$ cat config.mk
export PLATFORM = sky130hd
export DESIGN_NAME = mmn_exec
export DESIGN_NICKNAME = d
export VERILOG_FILES = /design/src/rtl/mmn_pkg.sv /design/src/rtl/mmn_exec.sv /design/src/rtl/mmn_bank_addr.sv /design/src/rtl/mmn_alu.sv
export SDC_FILE = /design/constraint.sdc
export NUM_CORES = 1
export LEC_CHECK = 0
export ABC_AREA = 1
export BUFFER_PORTS_ARGS = -buffer_cell sky130_fd_sc_hd__buf_4
export CORE_MARGIN = 4
export CORE_UTILIZATION = 36
export CTS_BUF_LIST = sky130_fd_sc_hd__clkbuf_16
export CTS_CLUSTER_SIZE = 14
export DETAILED_ROUTE_END_ITERATION = 10
export GPL_TIMING_DRIVEN = 1
export SETUP_SLACK_MARGIN = 0.5
export SKIP_CTS_REPAIR_TIMING = 1
export SYNTH_ARGS = -nofsm -noshare
export SYNTH_HDL_FRONTEND = slang
export SYNTH_HIERARCHICAL = 1
export SYNTH_SLANG_ARGS = --single-unit
$ cat constraint.sdc
create_clock -name ref_clk -period 6.9 [get_ports ref_clk]
set_clock_uncertainty 0.1 [all_clocks]
set_input_delay 0.69 -clock ref_clk [delete_from_list [all_inputs] [get_ports ref_clk]]
set_output_delay 0.69 -clock ref_clk [all_outputs]
set_load 0.05 [all_outputs]
$ cat src/rtl/mmn_pkg.sv
package mmn_pkg;

  // ************************************************************
  // Widths
  // ************************************************************
  localparam int DW = 8;
  localparam int AW = 12;
  localparam int IW = 16;
  localparam int ST_W = 5;
  localparam int BSR_W = 4;
  localparam int SW_AW = 3;

  // ************************************************************
  // Opcode patterns
  // ************************************************************
  localparam logic [11:0] OPC_BANK = 12'h010;
  localparam logic [7:0] OPC_LITACC = 8'h0E;
  localparam logic [7:0] OPC_LITMUL = 8'h0D;
  localparam logic [6:0] OPC_STORE = 7'h37;
  localparam logic [6:0] OPC_NEG = 7'h36;
  localparam logic [6:0] OPC_FILEMUL = 7'h01;
  localparam logic [3:0] OPC_MFF1 = 4'hC;
  localparam logic [3:0] OPC_MFF2 = 4'hF;

  // ************************************************************
  // Addressing
  // ************************************************************
  localparam logic [7:0] IDX_LIMIT = 8'h5F;
  localparam logic [7:0] ACCESS_SPLIT = 8'h60;
  localparam logic [3:0] ACCESS_LO_BANK = 4'h0;
  localparam logic [3:0] ACCESS_HI_BANK = 4'hF;

  // ************************************************************
  // Status bit positions
  // ************************************************************
  localparam int ST_C = 0;
  localparam int ST_DC = 1;
  localparam int ST_Z = 2;
  localparam int ST_OV = 3;
  localparam int ST_N = 4;
  localparam logic [7:0] NEG_OV_VALUE = 8'h80;

  // ************************************************************
  // Software register indices and fields
  // ************************************************************
  localparam logic [2:0] REG_ACC = 3'h0;
  localparam logic [2:0] REG_BSR = 3'h1;
  localparam logic [2:0] REG_PRODUCT_LOW_BYTE = 3'h2;
  localparam logic [2:0] REG_PRODUCT_HIGH_BYTE = 3'h3;
  localparam logic [2:0] REG_STATUS = 3'h4;
  localparam logic [2:0] REG_CTRL = 3'h5;
  localparam logic [2:0] REG_IDXL = 3'h6;
  localparam logic [2:0] REG_IDXH = 3'h7;
  localparam int CTRL_EXT = 0;
  localparam logic [7:0] RST_BYTE = 8'h00;

  // ************************************************************
  // Types
  // ************************************************************
  typedef enum logic [1:0] {PH_Q1, PH_Q2, PH_Q3, PH_Q4} mmn_ph_t;

  typedef enum logic [3:0] {
    OP_NOP, OP_MFF1, OP_MFF2, OP_BANK, OP_LITACC,
    OP_STORE, OP_LITMUL, OP_FILEMUL, OP_NEG
  } mmn_op_t;

  // Opcode decode; the second move word only counts after a first
  function automatic mmn_op_t mmn_decode(input logic [IW-1:0] w, input logic pend);
    mmn_op_t op;
    op = OP_NOP;
    if (pend) begin
      if (w[15:12] == OPC_MFF2) begin
        op = OP_MFF2;
      end
    end else if (w[15:4] == OPC_BANK) begin
      op = OP_BANK;
    end else if (w[15:8] == OPC_LITACC) begin
      op = OP_LITACC;
    end else if (w[15:8] == OPC_LITMUL) begin
      op = OP_LITMUL;
    end else if (w[15:9] == OPC_STORE) begin
      op = OP_STORE;
    end else if (w[15:9] == OPC_NEG) begin
      op = OP_NEG;
    end else if (w[15:9] == OPC_FILEMUL) begin
      op = OP_FILEMUL;
    end else if (w[15:12] == OPC_MFF1) begin
      op = OP_MFF1;
    end
    return op;
  endfunction

endpackage

$ cat src/rtl/mmn_exec.sv
`timescale 1ns/1ps
module mmn_exec (
  // Clock and reset
  input wire logic ref_clk,
  input wire logic nrst,
  // Instruction feed
  input wire logic [mmn_pkg::IW-1:0] instr_word,
  input wire logic instr_valid,
  output logic instr_take,
  // Data memory
  output logic [mmn_pkg::AW-1:0] mem_addr,
  output logic mem_rd_en,
  output logic mem_wr_en,
  output logic [mmn_pkg::DW-1:0] mem_wdata,
  input wire logic [mmn_pkg::DW-1:0] mem_rdata,
  // Software register port
  input wire logic [mmn_pkg::SW_AW-1:0] sw_addr,
  input wire logic [mmn_pkg::DW-1:0] sw_wdata,
  input wire logic sw_wr,
  input wire logic sw_rd,
  output logic [mmn_pkg::DW-1:0] sw_rdata,
  // Core state
  output logic [mmn_pkg::DW-1:0] acc,
  output logic [mmn_pkg::DW-1:0] bank_select_register,
  output logic [mmn_pkg::DW-1:0] prod_hi,
  output logic [mmn_pkg::DW-1:0] prod_lo,
  output logic [mmn_pkg::ST_W-1:0] status
);
  import mmn_pkg::*;

  // ************************************************************
  // Declarations
  // ************************************************************
  mmn_ph_t phase_reg, phase_next;
  mmn_op_t op_reg, op_dec;
  logic [IW-1:0] instr_reg;
  logic mff_pend_reg;
  logic [DW-1:0] mff_data_reg;
  logic [DW-1:0] acc_reg;
  logic [BSR_W-1:0] bsr_reg;
  logic [DW-1:0] prod_hi_reg;
  logic [DW-1:0] prod_lo_reg;
  logic [ST_W-1:0] status_reg;
  logic ext_en_reg;
  logic [AW-1:0] idx_base_reg;
  logic [AW-1:0] mem_addr_reg;
  logic mem_rd_reg;
  logic mem_wr_reg;
  logic [DW-1:0] mem_wdata_reg;
  logic [15:0] prod_pend_reg;
  logic [ST_W-1:0] flag_pend_reg;
  logic [DW-1:0] sw_rdata_reg;
  logic [DW-1:0] sw_rd_mux;
  logic [AW-1:0] bank_addr_w;
  logic [AW-1:0] addr_next;
  logic [DW-1:0] opnd_w;
  logic [15:0] prod_w;
  logic [DW-1:0] neg_w;
  logic [ST_W-1:0] neg_flags_w;
  logic dec_reads, dec_mff, op_is_mul, op_writes_mem;
  logic at_q1, at_q3, at_q4;

  // ************************************************************
  // Phase sequencing
  // ************************************************************
  // Four phases per instruction cycle, free running from reset
  always_comb begin
    unique case (phase_reg)
      PH_Q1: phase_next = PH_Q2;
      PH_Q2: phase_next = PH_Q3;
      PH_Q3: phase_next = PH_Q4;
      PH_Q4: phase_next = PH_Q1;
    endcase
  end

  always_ff @(posedge ref_clk) begin
    if (!nrst) begin
      phase_reg <= PH_Q1;
    end else begin
      phase_reg <= phase_next;
    end
  end

  assign at_q1 = (phase_reg == PH_Q1);
  assign at_q3 = (phase_reg == PH_Q3);
  assign at_q4 = (phase_reg == PH_Q4);
  assign instr_take = at_q1;

  // ************************************************************
  // Decode and addressing
  // ************************************************************
  // A missing word runs as a no-op so the phases never stall
  assign op_dec = instr_valid ? mmn_decode(instr_word, mff_pend_reg) : OP_NOP;
  assign dec_mff = (op_dec == OP_MFF1) || (op_dec == OP_MFF2);
  // Destination word of the move does no dummy read
  assign dec_reads = (op_dec == OP_MFF1) || (op_dec == OP_FILEMUL)
                   || (op_dec == OP_NEG);
  assign addr_next = dec_mff ? instr_word[AW-1:0] : bank_addr_w;

  mmn_bank_addr u_addr (
    .file_addr(instr_word[7:0]),
    .bank_sel(instr_word[8]),
    .bank_reg(bsr_reg),
    .ext_en(ext_en_reg),
    .idx_base(idx_base_reg),
    .data_addr(bank_addr_w)
  );

  // ************************************************************
  // Data path
  // ************************************************************
  // Literal multiply takes the low byte, file ops take the read data
  assign opnd_w = (op_reg == OP_LITMUL) ? instr_reg[7:0] : mem_rdata;
  assign op_is_mul = (op_reg == OP_LITMUL) || (op_reg == OP_FILEMUL);
  assign op_writes_mem = (op_reg == OP_STORE) || (op_reg == OP_NEG)
                       || (op_reg == OP_MFF2);

  mmn_alu u_alu (
    .acc(acc_reg),
    .opnd(opnd_w),
    .product(prod_w),
    .neg_result(neg_w),
    .neg_flags(neg_flags_w)
  );

  // Memory strobes: read in the second phase, write in the fourth
  always_ff @(posedge ref_clk) begin
    if (!nrst) begin
      instr_reg <= 16'h0000;
      op_reg <= OP_NOP;
      mem_addr_reg <= 12'h000;
      mem_rd_reg <= 1'b0;
      mem_wr_reg <= 1'b0;
      mem_wdata_reg <= RST_BYTE;
    end else begin
      unique case (phase_reg)
        PH_Q1: begin
          instr_reg <= instr_word;
          op_reg <= op_dec;
          mem_addr_reg <= addr_next;
          mem_rd_reg <= dec_reads;
        end
        PH_Q2: begin
          mem_rd_reg <= 1'b0;
        end
        PH_Q3: begin
          mem_wr_reg <= op_writes_mem;
          if (op_reg == OP_STORE) begin
            mem_wdata_reg <= acc_reg;
          end else if (op_reg == OP_NEG) begin
            mem_wdata_reg <= neg_w;
          end else begin
            mem_wdata_reg <= mff_data_reg;
          end
        end
        PH_Q4: begin
          mem_wr_reg <= 1'b0;
        end
      endcase
    end
  end

  // Results staged in the third phase, committed in the fourth
  always_ff @(posedge ref_clk) begin
    if (!nrst) begin
      prod_pend_reg <= 16'h0000;
      flag_pend_reg <= 5'h00;
      mff_data_reg <= RST_BYTE;
      mff_pend_reg <= 1'b0;
    end else begin
      if (at_q3) begin
        prod_pend_reg <= prod_w;
        flag_pend_reg <= neg_flags_w;
        if (op_reg == OP_MFF1) begin
          mff_data_reg <= mem_rdata;
        end
      end
      if (at_q4) begin
        mff_pend_reg <= (op_reg == OP_MFF1);
      end
    end
  end

  // ************************************************************
  // Core and software registers
  // ************************************************************
  // Core commit comes last so it wins over a software write
  always_ff @(posedge ref_clk) begin
    if (!nrst) begin
      acc_reg <= RST_BYTE;
      bsr_reg <= 4'h0;
      prod_hi_reg <= RST_BYTE;
      prod_lo_reg <= RST_BYTE;
      status_reg <= 5'h00;
      ext_en_reg <= 1'b0;
      idx_base_reg <= 12'h000;
    end else begin
      if (sw_wr) begin
        unique case (sw_addr)
          REG_ACC: acc_reg <= sw_wdata;
          REG_BSR: bsr_reg <= sw_wdata[BSR_W-1:0];
          REG_PRODUCT_LOW_BYTE: prod_lo_reg <= sw_wdata;
          REG_PRODUCT_HIGH_BYTE: prod_hi_reg <= sw_wdata;
          REG_STATUS: status_reg <= sw_wdata[ST_W-1:0];
          REG_CTRL: ext_en_reg <= sw_wdata[CTRL_EXT];
          REG_IDXL: idx_base_reg[7:0] <= sw_wdata;
          REG_IDXH: idx_base_reg[AW-1:8] <= sw_wdata[AW-9:0];
        endcase
      end
      if (at_q4) begin
        unique case (op_reg)
          OP_LITACC: acc_reg <= instr_reg[7:0];
          OP_BANK: bsr_reg <= instr_reg[BSR_W-1:0];
          OP_LITMUL, OP_FILEMUL: begin
            prod_hi_reg <= prod_pend_reg[15:8];
            prod_lo_reg <= prod_pend_reg[7:0];
          end
          OP_NEG: status_reg <= flag_pend_reg;
          default: ;
        endcase
      end
    end
  end

  // Read mux; upper bank bits are not stored and read zero
  always_comb begin
    unique case (sw_addr)
      REG_ACC: sw_rd_mux = acc_reg;
      REG_BSR: sw_rd_mux = {4'h0, bsr_reg};
      REG_PRODUCT_LOW_BYTE: sw_rd_mux = prod_lo_reg;
      REG_PRODUCT_HIGH_BYTE: sw_rd_mux = prod_hi_reg;
      REG_STATUS: sw_rd_mux = {3'h0, status_reg};
      REG_CTRL: sw_rd_mux = {7'h00, ext_en_reg};
      REG_IDXL: sw_rd_mux = idx_base_reg[7:0];
      REG_IDXH: sw_rd_mux = {4'h0, idx_base_reg[AW-1:8]};
    endcase
  end

  // Read data stands for the one cycle after the strobe only
  always_ff @(posedge ref_clk) begin
    if (!nrst) begin
      sw_rdata_reg <= RST_BYTE;
    end else begin
      sw_rdata_reg <= sw_rd ? sw_rd_mux : RST_BYTE;
    end
  end

  // ************************************************************
  // Outputs
  // ************************************************************
  assign mem_addr = mem_addr_reg;
  assign mem_rd_en = mem_rd_reg;
  assign mem_wr_en = mem_wr_reg;
  assign mem_wdata = mem_wdata_reg;
  assign sw_rdata = sw_rdata_reg;
  assign acc = acc_reg;
  assign bank_select_register = {4'h0, bsr_reg};
  assign prod_hi = prod_hi_reg;
  assign prod_lo = prod_lo_reg;
  assign status = status_reg;
endmodule

$ cat src/rtl/mmn_bank_addr.sv
`timescale 1ns/1ps
module mmn_bank_addr (
  // Instruction fields
  input wire logic [7:0] file_addr,
  input wire logic bank_sel,
  // Banking state
  input wire logic [mmn_pkg::BSR_W-1:0] bank_reg,
  input wire logic ext_en,
  input wire logic [mmn_pkg::AW-1:0] idx_base,
  // Resolved address
  output logic [mmn_pkg::AW-1:0] data_addr
);
  import mmn_pkg::*;

  logic use_idx;
  logic [AW-1:0] access_addr;
  logic [AW-1:0] idx_addr;

  // Access bank: low part from bank 0, upper part from the top bank
  assign access_addr = (file_addr < ACCESS_SPLIT) ? {ACCESS_LO_BANK, file_addr}
                                                  : {ACCESS_HI_BANK, file_addr};
  // Indexed literal offset wraps within the data space
  assign idx_addr = AW'(idx_base + {4'h0, file_addr});
  assign use_idx = !bank_sel && ext_en && (file_addr <= IDX_LIMIT);
  // Set selector picks the banked window; clear picks the indexed address when enabled and f up to 5F, else the access bank
  assign data_addr = bank_sel ? {bank_reg, file_addr}
                   : (use_idx ? idx_addr : access_addr);

endmodule

$ cat src/rtl/mmn_alu.sv
`timescale 1ns/1ps
module mmn_alu (
  // Operands
  input wire logic [7:0] acc,
  input wire logic [7:0] opnd,
  // Results
  output logic [15:0] product,
  output logic [7:0] neg_result,
  output logic [mmn_pkg::ST_W-1:0] neg_flags
);
  import mmn_pkg::*;

  // Unsigned product; full width so no carry can be lost
  assign product = 16'(acc) * 16'(opnd);
  // Two's complement as inverse plus one
  assign neg_result = 8'(~opnd + 8'h01);

  // Flags of 0 - f: no borrow only when f is zero
  assign neg_flags[ST_C] = (opnd == 8'h00);
  assign neg_flags[ST_DC] = (opnd[3:0] == 4'h0);
  assign neg_flags[ST_Z] = (neg_result == 8'h00);
  assign neg_flags[ST_OV] = (opnd == NEG_OV_VALUE);
  assign neg_flags[ST_N] = neg_result[7];

endmodule

Word-level counts from Yosys, hierarchy flattened
Cells that the tools add are included.

storage, ports and cells
  word-level logic and storage cells = 119
  register bits after elaboration = 120
  bits of input ports = 40
  output and inout bits = 68

cells by class
  muxes and demuxes = 41
  bitwise gates (word level) = 1
  $add $sub $neg = 2
  equality and inequality tests = 31
  reductions and logical operators = 21
  multipliers = 1
  magnitude comparators = 2

operators with widths
  kind                                                                           number
  8-bit two-way mux                                                              15
  8-bit case mux with 8 select lines                                             1
  12-bit two-way mux                                                             4
  4-bit two-way mux                                                              11
  4-bit by 3-bit equality test with 1-bit output (second input constant)         5
  5-bit two-way mux                                                              4
  4-bit equality test (second input constant)                                    4
  8-bit by 4-bit equality test with 1-bit output (second input constant)         2
  8-bit zero test                                                                2
  8-bit by 8-bit multiplier with 16-bit output                                   1
  7-bit by 6-bit equality test with 1-bit output (second input constant)         2
  12-bit by 8-bit adder with 12-bit output                                       1
  12-bit by 5-bit equality test with 1-bit output (second input constant)        1
  3-bit equality test (second input constant)                                    4
  4-bit by 2-bit equality test with 1-bit output (second input constant)         3
  2-bit AND reduction                                                            5
  8-bit by 1-bit adder with 8-bit output (second input constant)                 1
  4-bit by 1-bit equality test with 1-bit output (second input constant)         2
  8-bit equality test (second input constant)                                    1
  8-bit by 7-bit <= comparator with 1-bit output (second input constant)         1
  8-bit by 7-bit less-than comparator with 1-bit output (second input constant)  1
  8-bit NOT                                                                      1
  2-bit case mux with 4 select lines                                             1
  7-bit by 1-bit equality test with 1-bit output (second input constant)         1
  16 further kinds                                                               25

Depth between registers and ports, before layout
Gate-level depths: netlist of run 1.

  depth in word-level cells = 14
  mapped depth = 29
  mapped depth without buffers = 27

By module
Netlist of run 1, hierarchy kept.

by module, submodules not included
  module         cells an instance  area an instance (µm²)  sequential area each (µm²)  instances
  mmn_exec       807                5703.0                  2402.3                      1
  mmn_alu        435                2696.3                  0.0                         1
  mmn_bank_addr  140                720.7                   0.0                         1

Worst setup path before layout of run 1
No wires, ideal clock.

  path kind = register to register
  start = register op_reg[3]
  end = register prod_pend_reg[15]
  buffers on the path = 2
  arrival = 4.442 ns
  stages on the path, launching flop included = 27
  setup slack = 2.242 ns
  library setup time = 0.116 ns
  cell sequence = dfxtp_1 > inv_1 > nand2_1 > inv_1 > nand3_1 > clkbuf_1 > nand2_1 > o21ai_0 > buf_2 > nand2_1 > fa_1 > fa_1 > inv_1 > fa_1 > inv_1 > fa_1 > inv_1 > ha_1 > nand2_1 > inv_1 > nand2_1 > nor2_1 > nand2_1 > nand4_1 > nand2_1 > nor2_1 > nor2_1

on the way
  cells in the longest elaborated chain, start to end = 3

ends and longest elaborated chain
  what                                            line             source
  start: declaration                              mmn_exec.sv:35   mmn_op_t op_reg, op_dec;
  start signal: assignment                        mmn_exec.sv:139  op_reg <= op_dec;
  4-bit by 3-bit equality test with 1-bit output  mmn_exec.sv:113  assign opnd_w = (op_reg == OP_LITMUL) ? instr_reg[7:0] : mem_rdata;
  8-bit two-way mux                               mmn_exec.sv:113
  net opnd_w[6]                                   mmn_exec.sv:56   logic [DW-1:0] opnd_w;
  8-bit by 8-bit multiplier with 16-bit output    mmn_alu.sv:14    assign product = 16'(acc) * 16'(opnd);
  net prod_w[15]                                  mmn_exec.sv:57   logic [15:0] prod_w;
  end signal: assignment                          mmn_exec.sv:172  prod_pend_reg <= prod_w;
  end: declaration                                mmn_exec.sv:50   logic [15:0] prod_pend_reg;

The timed path passes the listed nets, and every way through them passes these cells.
A chain may end at the register's enable or synchronous reset.

Worst setup path after layout of run 1
Same ends and word-level chain as after synthesis.

==> results of run 1 <==
-- area by class of cell --
cell class / count / area (um2)
inverters: 284 / 1070
multi-input cells: 917 / 5320
clock inverters: 15 / 220
clock buffers: 17 / 425
well taps: 324 / 405
fillers: 2597 / 13900
repair buffers: 109 / 818
flip-flops and latches: 120 / 2400
-- power by group through the flow --
stage / clock, mW / combinational (mW) / sequential (mW)
2_1_floorplan: 0 / 0.395 / 0.966
3_3_place_gp: 0 / 0.694 / 0.872
3_5_place_dp: 0 / 0.698 / 0.874
4_1_cts: 1.01 / 0.704 / 0.860
5_1_grt: 1.05 / 0.778 / 0.873
6_report: 1.00 / 0.700 / 0.861
-- path summary, 6_finish.rpt --
| kind | to | slack (ps) |
|---|---|---|
| worst max register to register | prod_pend_reg[15] | 1230 |
| worst min-delay path | mff_data_reg[4] | 350 |
| worst min register to register | mff_data_reg[4] | 350 |
| worst max-delay path | prod_pend_reg[15] | 1230 |
-- placed cells by master (no fill, tap or decap), types with 7 or more instances in the layout --
cell type | netlist | final
nor2_2 | 8 | 8
inv_1 | 277 | 277
nor2_1 | 96 | 96
a21oi_1 | 76 | 76
a31oi_1 | 13 | 13
dfxtp_1 | 120 | 120
nor3_1 | 7 | 7
nand3_1 | 58 | 58
clkbuf_16 | 0 | 17
buf_4 | 8 | 109
xor2_1 | 9 | 9
o21bai_1 | 16 | 16
nand2_1 | 328 | 328
o21ai_0 | 130 | 130
o21ai_1 | 7 | 7
fa_1 | 37 | 37
o211ai_1 | 8 | 8
nand4_1 | 23 | 23
ha_1 | 49 | 49
-- kinds of logic (layout without fill, tap and decap cells) --
kind of cell / after synthesis / count (layout) / synth area share [%]
and+or+nand+nor: 540 / 540 / 25.2
buffers and inverters: 348 / 425 / 15.4
AOI/OAI and AO/OA: 272 / 272 / 16.6
DFF: 120 / 120 / 26.3
adders and majority gates: 86 / 86 / 14.8
xor gates and xnor gates: 13 / 13 / 1.25
muxes: 2 / 2 / 0.247
other: 1 / 4 / 0.0411
-- through the flow --
| stage | power (mW) | instance area (um2) | hold WS, ps |
|---|---|---|---|
| 5_1_grt | 2.70 | 10700 | 378 |
| 2_1_floorplan | 1.36 | 9130 | 330 |
| 3_5_place_dp | 1.57 | 10000 | 347 |
| 6_report | 2.57 | 10700 | 354 |
| 4_1_cts | 2.57 | 10700 | 355 |
| 3_3_place_gp | 1.57 | 10000 | 341 |
-- metal layers --
layer / routed length (um) / vias up
met2: 12000 / 292
met5: 0 / -
met4: 415 / 0
li1: - / 4473
met3: 1890 / 28
met1: 13100 / 4143
-- critical path: stages (launching register included) --
cell and delay, ps:
dfxtp_1 320, inv_1 70, nand2_1 100, inv_1 90
nand3_1 330, o21ai_0 1040, nand2_1 170, fa_1 510
fa_1 550, inv_1 50, fa_1 530, inv_1 60
fa_1 530, inv_1 40, ha_1 340, nand2_1 80
inv_1 100, nand2_1 80, nor2_1 100, nand2_1 70
nand3_1 80, nand2_1 50, nand2_1 50, nor2_1 40
nor2_1 130
==> impl_metrics.ini, run 1 <==
[place]
io_buffers = 103
dp_slack_ps = 1260
globalplace.congestion = 0.878
dpl.hpwl_um = 20400
dp_cells = 1754

[global_route]
grt_pass1_vias = 8276
grt_util_met3_pct = 4.05
grt_util_met2_pct = 30.2
grt_usage_pct = 19.4
busiest_layer = met2
antenna_found_initial = 0
grt_max_degree = 90
overflow = 0
grt_pass1_wl_um = 44200
grtUsageMet1_pct = 27.6

[finish]
final_cell_count_no_fill = 1786
finalCoreUtilization_pct = 43.3
area_growth_pct = 16.9
drive_gt1_share_pct = 12.0
diodes = 0
largest_reg_flops = 16
final_nets = 1575

[floorplanning]
io_pins = 108
start_util_pct = 37.1
die_w_um = 167
core.rowCount = 57
die_y_um = 167
coreArea_mm2 = 0.0246
die_area_mm2 = 0.0279

[timing]
rsz0062_at_grt = false
max_freq_mhz = 176
setup_tns_ps = 0
fin_crit_sh_pct = 82.1
final.min_clock_period_ps = 5670
worst_slack_ps = 1230
finalSetupViolations = 0
slew_headroom_pct = 21.8
max_slew.worst_pin.slew_ps = 1160
slew_violations = 0
hold_violations = 0

[synth]
syn_avg_cell_area_um2 = 6.60
yosys.area.top_type_share_pct = 26.3
ys_top_cells_by_area = dfxtp_1, nand2_1, inv_1
synth_largest_area_cell = dfxtp_1
synth-edff-count = 0
ys_async_sr_fraction_pct = 0
yosysMostFrequentCell = nand2_1
ys_types = 45
synth-seq-cells = 120
netlist_top_cells_count = nand2_1, inv_1, o21ai_0, dfxtp_1, nor2_1
synth_warnings = 6
synth_area_mm2 = 0.00912
syn_inst = 1382
synth_top_flop_cell = dfxtp_1
ys_seq_area_share_pct = 26.3

[pwr]
cell_internal_pwr_mw = 1.64
swShare_pct = 36.0
power.share.sequential_pct = 33.6
powerDensity_mw_per_mm2 = 241
netSwitchingPower_mw = 0.924
pwr-share-clk_pct = 39.1
pwr-share-comb_pct = 27.3
ir_worst_vdd_mv = 0.144
p_leak_nw = 5.85

[drt]
via_per_inst = 5.00
ant_nets = 0
routed_wl_um = 27400
drc = 0
vias = 8936
drt_iter0_drc = 751
drt_pass1_iterations = 7
wl_per_cell_um = 15.4

[cts]
path_clk_slew_ps = 60
cts_buffers = 17
htreeDepth = 4
cts_root_buf = clkbuf_16
clock-sinks = 120
clk_latency_ps = 430
cts_buffer_depth = 2
cts_tree = yes

[min_path]
min_from = mff_data_reg[4]
holdPathStages = 2
hold_path.class = reg2reg

[worst_setup_path]
rr_worst_depth = 24
worst-setup-path-type = reg2reg
cp-end-kind = register
critPathMaxFanout = 14
arrival_ps = 5930
required_ps = 7160
r2r_start = op_reg[3]
start_kind = register
worstSetupStartpoint = op_reg[3]

[run_status]
run_status = completed

[job]
max_cap_violations = 0
Power figures use the tool's default switching activity.
==> inputs of run 2 (changes only) <==
==> constraint.sdc (replaced) <==
create_clock -name ref_clk -period 5.4 [get_ports ref_clk]
set_clock_uncertainty 0.1 [all_clocks]
set_input_delay 0.54 -clock ref_clk [delete_from_list [all_inputs] [get_ports ref_clk]]
set_output_delay 0.54 -clock ref_clk [all_outputs]
set_load 0.05 [all_outputs]
==> impl_metrics.ini, run 2 (synthesis gave the netlist of run 1 again) <==
[worst_setup_path]
critPathMaxFanout = 7
cp_cell_sequence = inv_2 > nand2_4 > inv_4 > nand3_4 > o21ai_0 > buf_4 > buf_4 > nand2_1 > fa_1 > inv_1 > fa_1 > inv_1 > fa_1 > inv_1 > ha_1 > ha_1 > nand2_1 > inv_1 > a21oi_1 > nand3_1 > nand2_1 > nand2_1 > nor2_1 > nor2_1
start_kind = register
arrival_ps = 4810
cp-end-kind = register
worst_path_max_delay_cell = fa_1
required_ps = 5610
crit_path_max_incr_delay_ps = 520
worst-setup-path-type = reg2reg

[place]
dp_slack_ps = 352
placed_area_mm2 = 0.0101
globalplace.congestion = 0.873
dpl.hpwl_um = 20700
io_buffers = 103
dp_cells = 1764

[cts]
cts_root_buf = clkbuf_16
cts_buffers = 17
clock-sinks = 120
cts_buffer_depth = 2
htreeDepth = 4
clk_latency_ps = 420
cts_tree = yes
path_clk_slew_ps = 60

[pwr]
swShare_pct = 37.1
ir_worst_vdd_mv = 0.169
powerDensity_mw_per_mm2 = 295
pwr-share-clk_pct = 36.6
pwr-share-comb_pct = 29.2
netSwitchingPower_mw = 1.19
power.share.sequential_pct = 34.2
p_leak_nw = 5.95
cell_internal_pwr_mw = 2.03
power.total_mw = 3.22

[run_status]
run_status = completed

[floorplanning]
die_area_mm2 = 0.0279
start_util_pct = 37.1
die_w_um = 167
coreArea_mm2 = 0.0246
core.rowCount = 57
io_pins = 108
die_y_um = 167

[timing]
final.min_clock_period_ps = 4590
max_slew.worst_pin.slew_ps = 955
hold_ws_ps = 305
fin_crit_sh_pct = 85.0
slew_violations = 0
rsz0062_at_grt = false
worst_slack_ps = 808
finalSetupViolations = 0
slew_headroom_pct = 36.3
hold_violations = 0
max_freq_mhz = 218
setup_tns_ps = 0

[finish]
final_cell_count_no_fill = 1810
largest_reg_flops = 16
multi_input_area_mm2 = 0.00544
final_nets = 1599
post-route-cell-area_mm2 = 0.0109
drive_gt1_share_pct = 14.7
fill_cells = 2615
diodes = 0
finalCoreUtilization_pct = 44.3
seqCellArea_mm2 = 0.00240
final_common_cell = nand2_1
final_cell_mix = nand2_1, inv_1, buf_4
area_growth_pct = 19.5

[drt]
routed_wl_um = 27800
wl_per_cell_um = 15.4
drt_pass1_iterations = 6
ant_nets = 0
drt_iter0_drc = 716
via_per_inst = 5.01
drc = 0
vias = 9061

[global_route]
grt_max_degree = 90
grt_usage_pct = 19.5
grt_pass1_vias = 8314
overflow = 0
grt_pass1_wl_um = 44600
antenna_found_initial = 0

[job]
max_cap_violations = 0

[min_path]
hold_path.class = in2reg
## run 2: changes by cell type in the layout (fill, tap and decap cells not counted), sizes merged
| cell | before | now |
|---|---|---|
| buf | 109 | 130 |
| bufinv | 5 | 3 |
| clkinvlp | 2 | 6 |
| inv | 287 | 285 |
| mux2 | 2 | 4 |
| nand3 | 63 | 64 |
## run 2: metal layers
layer / track usage (%) / vias to the layer above / part of all wire (%)
met5: 0 / - / 0
met3: 3.28 / 28 / 6.2
li1: - / 4524 / -
met4: 5.26 / 0 / 1.3
met2: 30.0 / 293 / 44
met1: 28.5 / 4216 / 48
## run 2: final cells by class
cell class	count	area share (%)
multi-input cells	920	49.9
inverters	284	9.80
flip-flops and latches	120	22.1
repair buffers	130	8.95
clock buffers	17	3.90
well taps	324	3.72
clock inverters	15	1.64
## run 2: final timing paths
kind,slack (ps),cells past startpoint,end,from
setup / recovery,810,24,prod_pend_reg[12],op_reg[3]
hold / removal,300,3,idx_base_reg[5],sw_wdata[5]
setup reg to reg,810,24,prod_pend_reg[12],op_reg[3]
hold reg to reg,360,2,mff_data_reg[6],mff_data_reg[6]
## run 2: worst max-delay path, delay by kind of cell, from the launching register on
kind / cells / cell delay, ps
compound gates: 2 / 390
fa+ha+maj: 5 / 2220
buf+inv: 8 / 670
flops: 1 / 320
simple gates: 9 / 770
## run 2: power by group through the flow
stage,Sequential [mW],Combinational (mW),Clock (mW)
6_report,1.10,0.940,1.18
2_1_floorplan,1.23,0.505,0
3_5_place_dp,1.11,0.901,0
5_1_grt,1.12,1.05,1.23
4_1_cts,1.09,0.908,1.20
3_3_place_gp,1.11,0.896,0
==> inputs of run 3 (changes only) <==
--- a/config.mk
+++ b/config.mk
@@ -13,9 +13,9 @@
 export CTS_CLUSTER_SIZE = 14
 export DETAILED_ROUTE_END_ITERATION = 10
 export GPL_TIMING_DRIVEN = 1
+export MAX_ROUTING_LAYER = met4
 export SETUP_SLACK_MARGIN = 0.5
 export SKIP_CTS_REPAIR_TIMING = 1
 export SYNTH_ARGS = -nofsm -noshare
 export SYNTH_HDL_FRONTEND = slang
-export SYNTH_HIERARCHICAL = 1
 export SYNTH_SLANG_ARGS = --single-unit
==> constraint.sdc (replaced) <==
create_clock -name ref_clk -period 5.03 [get_ports ref_clk]
set_clock_uncertainty 0.1 [all_clocks]
set_input_delay 0.503 -clock ref_clk [delete_from_list [all_inputs] [get_ports ref_clk]]
set_output_delay 0.503 -clock ref_clk [all_outputs]
set_load 0.05 [all_outputs]
==> impl_metrics.ini, run 3 <==
[run_status]
run_status = completed

[place]
io_buffers = 103
dpl.hpwl_um = 20900
globalplace.congestion = 0.915

[cts]
cts_buffer_depth = 2
cts_tree = yes
htreeDepth = 4
cts_buffers = 17
path_clk_slew_ps = 60
cts_root_buf = clkbuf_16
clk_latency_ps = 420
clock-sinks = 120

[worst_setup_path]
crit_path_end = prod_pend_reg[10]
worst-setup-path-type = reg2reg
start_kind = register
crit_top_cell = inv_2
cp_num_buf_inv = 9
rr_worst_depth = 24
crit_family = adder cells
worst_path_max_delay_cell = fa_1
rrSetupSlack_ps = 430
crit_path_max_incr_delay_ps = 520
critPathMaxFanout = 7
cp-end-kind = register
worstSetupStartpoint = op_reg[1]
cp_cell_sequence = inv_2 > nor2_4 > nand2_8 > buf_6 > o21ai_4 > inv_2 > nand2_2 > fa_1 > fa_1 > inv_2 > fa_1 > inv_1 > fa_1 > inv_2 > ha_4 > nand2_2 > nand2_2 > inv_2 > o21ai_2 > a21oi_2 > buf_4 > xnor2_2 > o21ai_1 > inv_1
r2r_start = op_reg[1]
required_ps = 5240
r2r-end = prod_pend_reg[10]
arrival_ps = 4810
cp.depth = 24

[finish]
final_nets = 1488
drive_gt1_share_pct = 19.2
finalCoreUtilization_pct = 45.8
final_cell_mix = inv_1, nand2_1, buf_4
fill_cells = 2436
largest_reg_flops = 16
area_growth_pct = 25.0
diodes = 0

[drt]
via_per_inst = 5.05
ant_nets = 0
drc = 0
vias = 8558
drt_pass1_iterations = 5
drt_iter0_drc = 744
wl_per_cell_um = 16.1
routed_wl_um = 27300

[synth]
yosys.area.top_type_share_pct = 28.0
synth_largest_area_cell = dfxtp_1
synth-seq-cells = 120
synth_warnings = 0
ys_seq_area_share_pct = 28.0
yosysMostFrequentCell = nand2_1
netlist_top_cells_count = nand2_1, inv_1, dfxtp_1, nor2_1, a21oi_1
synth_top_flop_cell = dfxtp_1
ys_top_cells_by_area = dfxtp_1, nand2_1, inv_1
syn_avg_cell_area_um2 = 6.93
syn_inst = 1241
synth-edff-count = 0
ys_async_sr_fraction_pct = 0
ys_types = 48
synth_area_mm2 = 0.00859

[timing]
max_slew.worst_pin.slew_ps = 1150
fin_crit_sh_pct = 91.5
hold_violations = 0
max_freq_mhz = 217
final.min_clock_period_ps = 4600
rsz0062_at_grt = true
finalSetupViolations = 0
slew_headroom_pct = 23.1
slew_violations = 0
setup_tns_ps = 0

[job]
max_cap_violations = 0

[pwr]
pwr-share-comb_pct = 31.8
pwr-share-clk_pct = 34.5
powerDensity_mw_per_mm2 = 322
netSwitchingPower_mw = 1.27
p_leak_nw = 5.17
cell_internal_pwr_mw = 2.19
ir_worst_vdd_mv = 0.165
power.share.sequential_pct = 33.7
swShare_pct = 36.6

[floorplanning]
die_w_um = 163
start_util_pct = 36.6
coreArea_mm2 = 0.0235
die_area_mm2 = 0.0264
io_pins = 108
core.rowCount = 56
die_y_um = 163

[global_route]
grt_max_degree = 68
grt_usage_pct = 21.1
antenna_found_initial = 0
grt_pass1_vias = 7979
overflow = 0
grt_pass1_wl_um = 43100

[min_path]
hold_path.class = in2reg
run 3: changes by cell type after synthesis, moves of 6 or more:
cell	previous run	this run
a21oi_1	76	109
nor2_1	96	115
inv_1	277	217
o211ai_1	8	18
a211oi_1	0	6
nand2_1	328	219
o21ai_0	130	108
run 3: cells by family (layout without fill, tap and decap cells):
| family | after synthesis | after routing | share of synthesized area [%] |
|---|---|---|---|
| flops | 120 | 120 | 28.0 |
| other cells | 1 | 4 | 0.0436 |
| buf+inv | 277 | 407 | 12.7 |
| simple gates | 455 | 455 | 23.3 |
| compound gates | 290 | 290 | 19.0 |
| fa+ha+maj | 86 | 86 | 15.8 |
| xor+xnor | 12 | 12 | 1.22 |
run 3: power groups by stage:
stage | clock network (mW) | registers [mW] | logic [mW]
2_1_floorplan | 0 | 1.33 | 0.564
3_3_place_gp | 0 | 1.18 | 1.02
3_5_place_dp | 0 | 1.18 | 1.03
4_1_cts | 1.21 | 1.16 | 1.03
5_1_grt | 1.25 | 1.18 | 1.21
6_report | 1.19 | 1.17 | 1.10
run 3: worst min-delay path by stage:
| stage | endpoint | depth (start not counted) | from | slack [ps] |
|---|---|---|---|---|
| finish | mff_data_reg[6] | 3 | mem_rdata[6] | 290 |
| detailed placement | mff_data_reg[0] | 2 | mff_data_reg[0] | 350 |
| global route | mff_data_reg[2] | 3 | mem_rdata[2] | 280 |
| floorplan | mff_data_reg[0] | 2 | mff_data_reg[0] | 320 |
| CTS | idx_base_reg[5] | 3 | sw_wdata[5] | 280 |
| global placement | mff_data_reg[4] | 2 | mff_data_reg[4] | 340 |
run 3: tightest hold or removal path, cell delays in order:
cell,delay (ps)
buf_4,90
o21ai_0,70
a21oi_1,100
run 3: through the flow:
step	total power, mW	instances	hold WS, ps	area [um2]	setup WS [ps]
3_3_place_gp	2.20	1635	336	9780	264
6_report	3.46	1693	287	10700	427
3_5_place_dp	2.21	1635	346	9780	191
4_1_cts	3.41	1666	278	10300	169
2_1_floorplan	1.89	1244	324	8700	509
5_1_grt	3.64	1693	279	10700	201
run 3: layout make-up:
| type | instances | area, um2 | share of cell area (%) |
|---|---|---|---|
| well taps | 319 | 399 | 3.72 |
| inverters | 226 | 851 | 7.92 |
| clock inverters | 14 | 141 | 1.32 |
| flip-flops and latches | 120 | 2410 | 22.4 |
| clock buffers | 17 | 425 | 3.96 |
| repair buffers | 150 | 1150 | 10.7 |
| multi-input cells | 847 | 5360 | 49.9 |
run 3: per-layer routing:
layer / GRT usage (%) / wire length (um)
met5: - / 0
met4: 4.84 / 403
met3: 3.57 / 1430
met2: 32.7 / 12600
met1: 29.0 / 12900
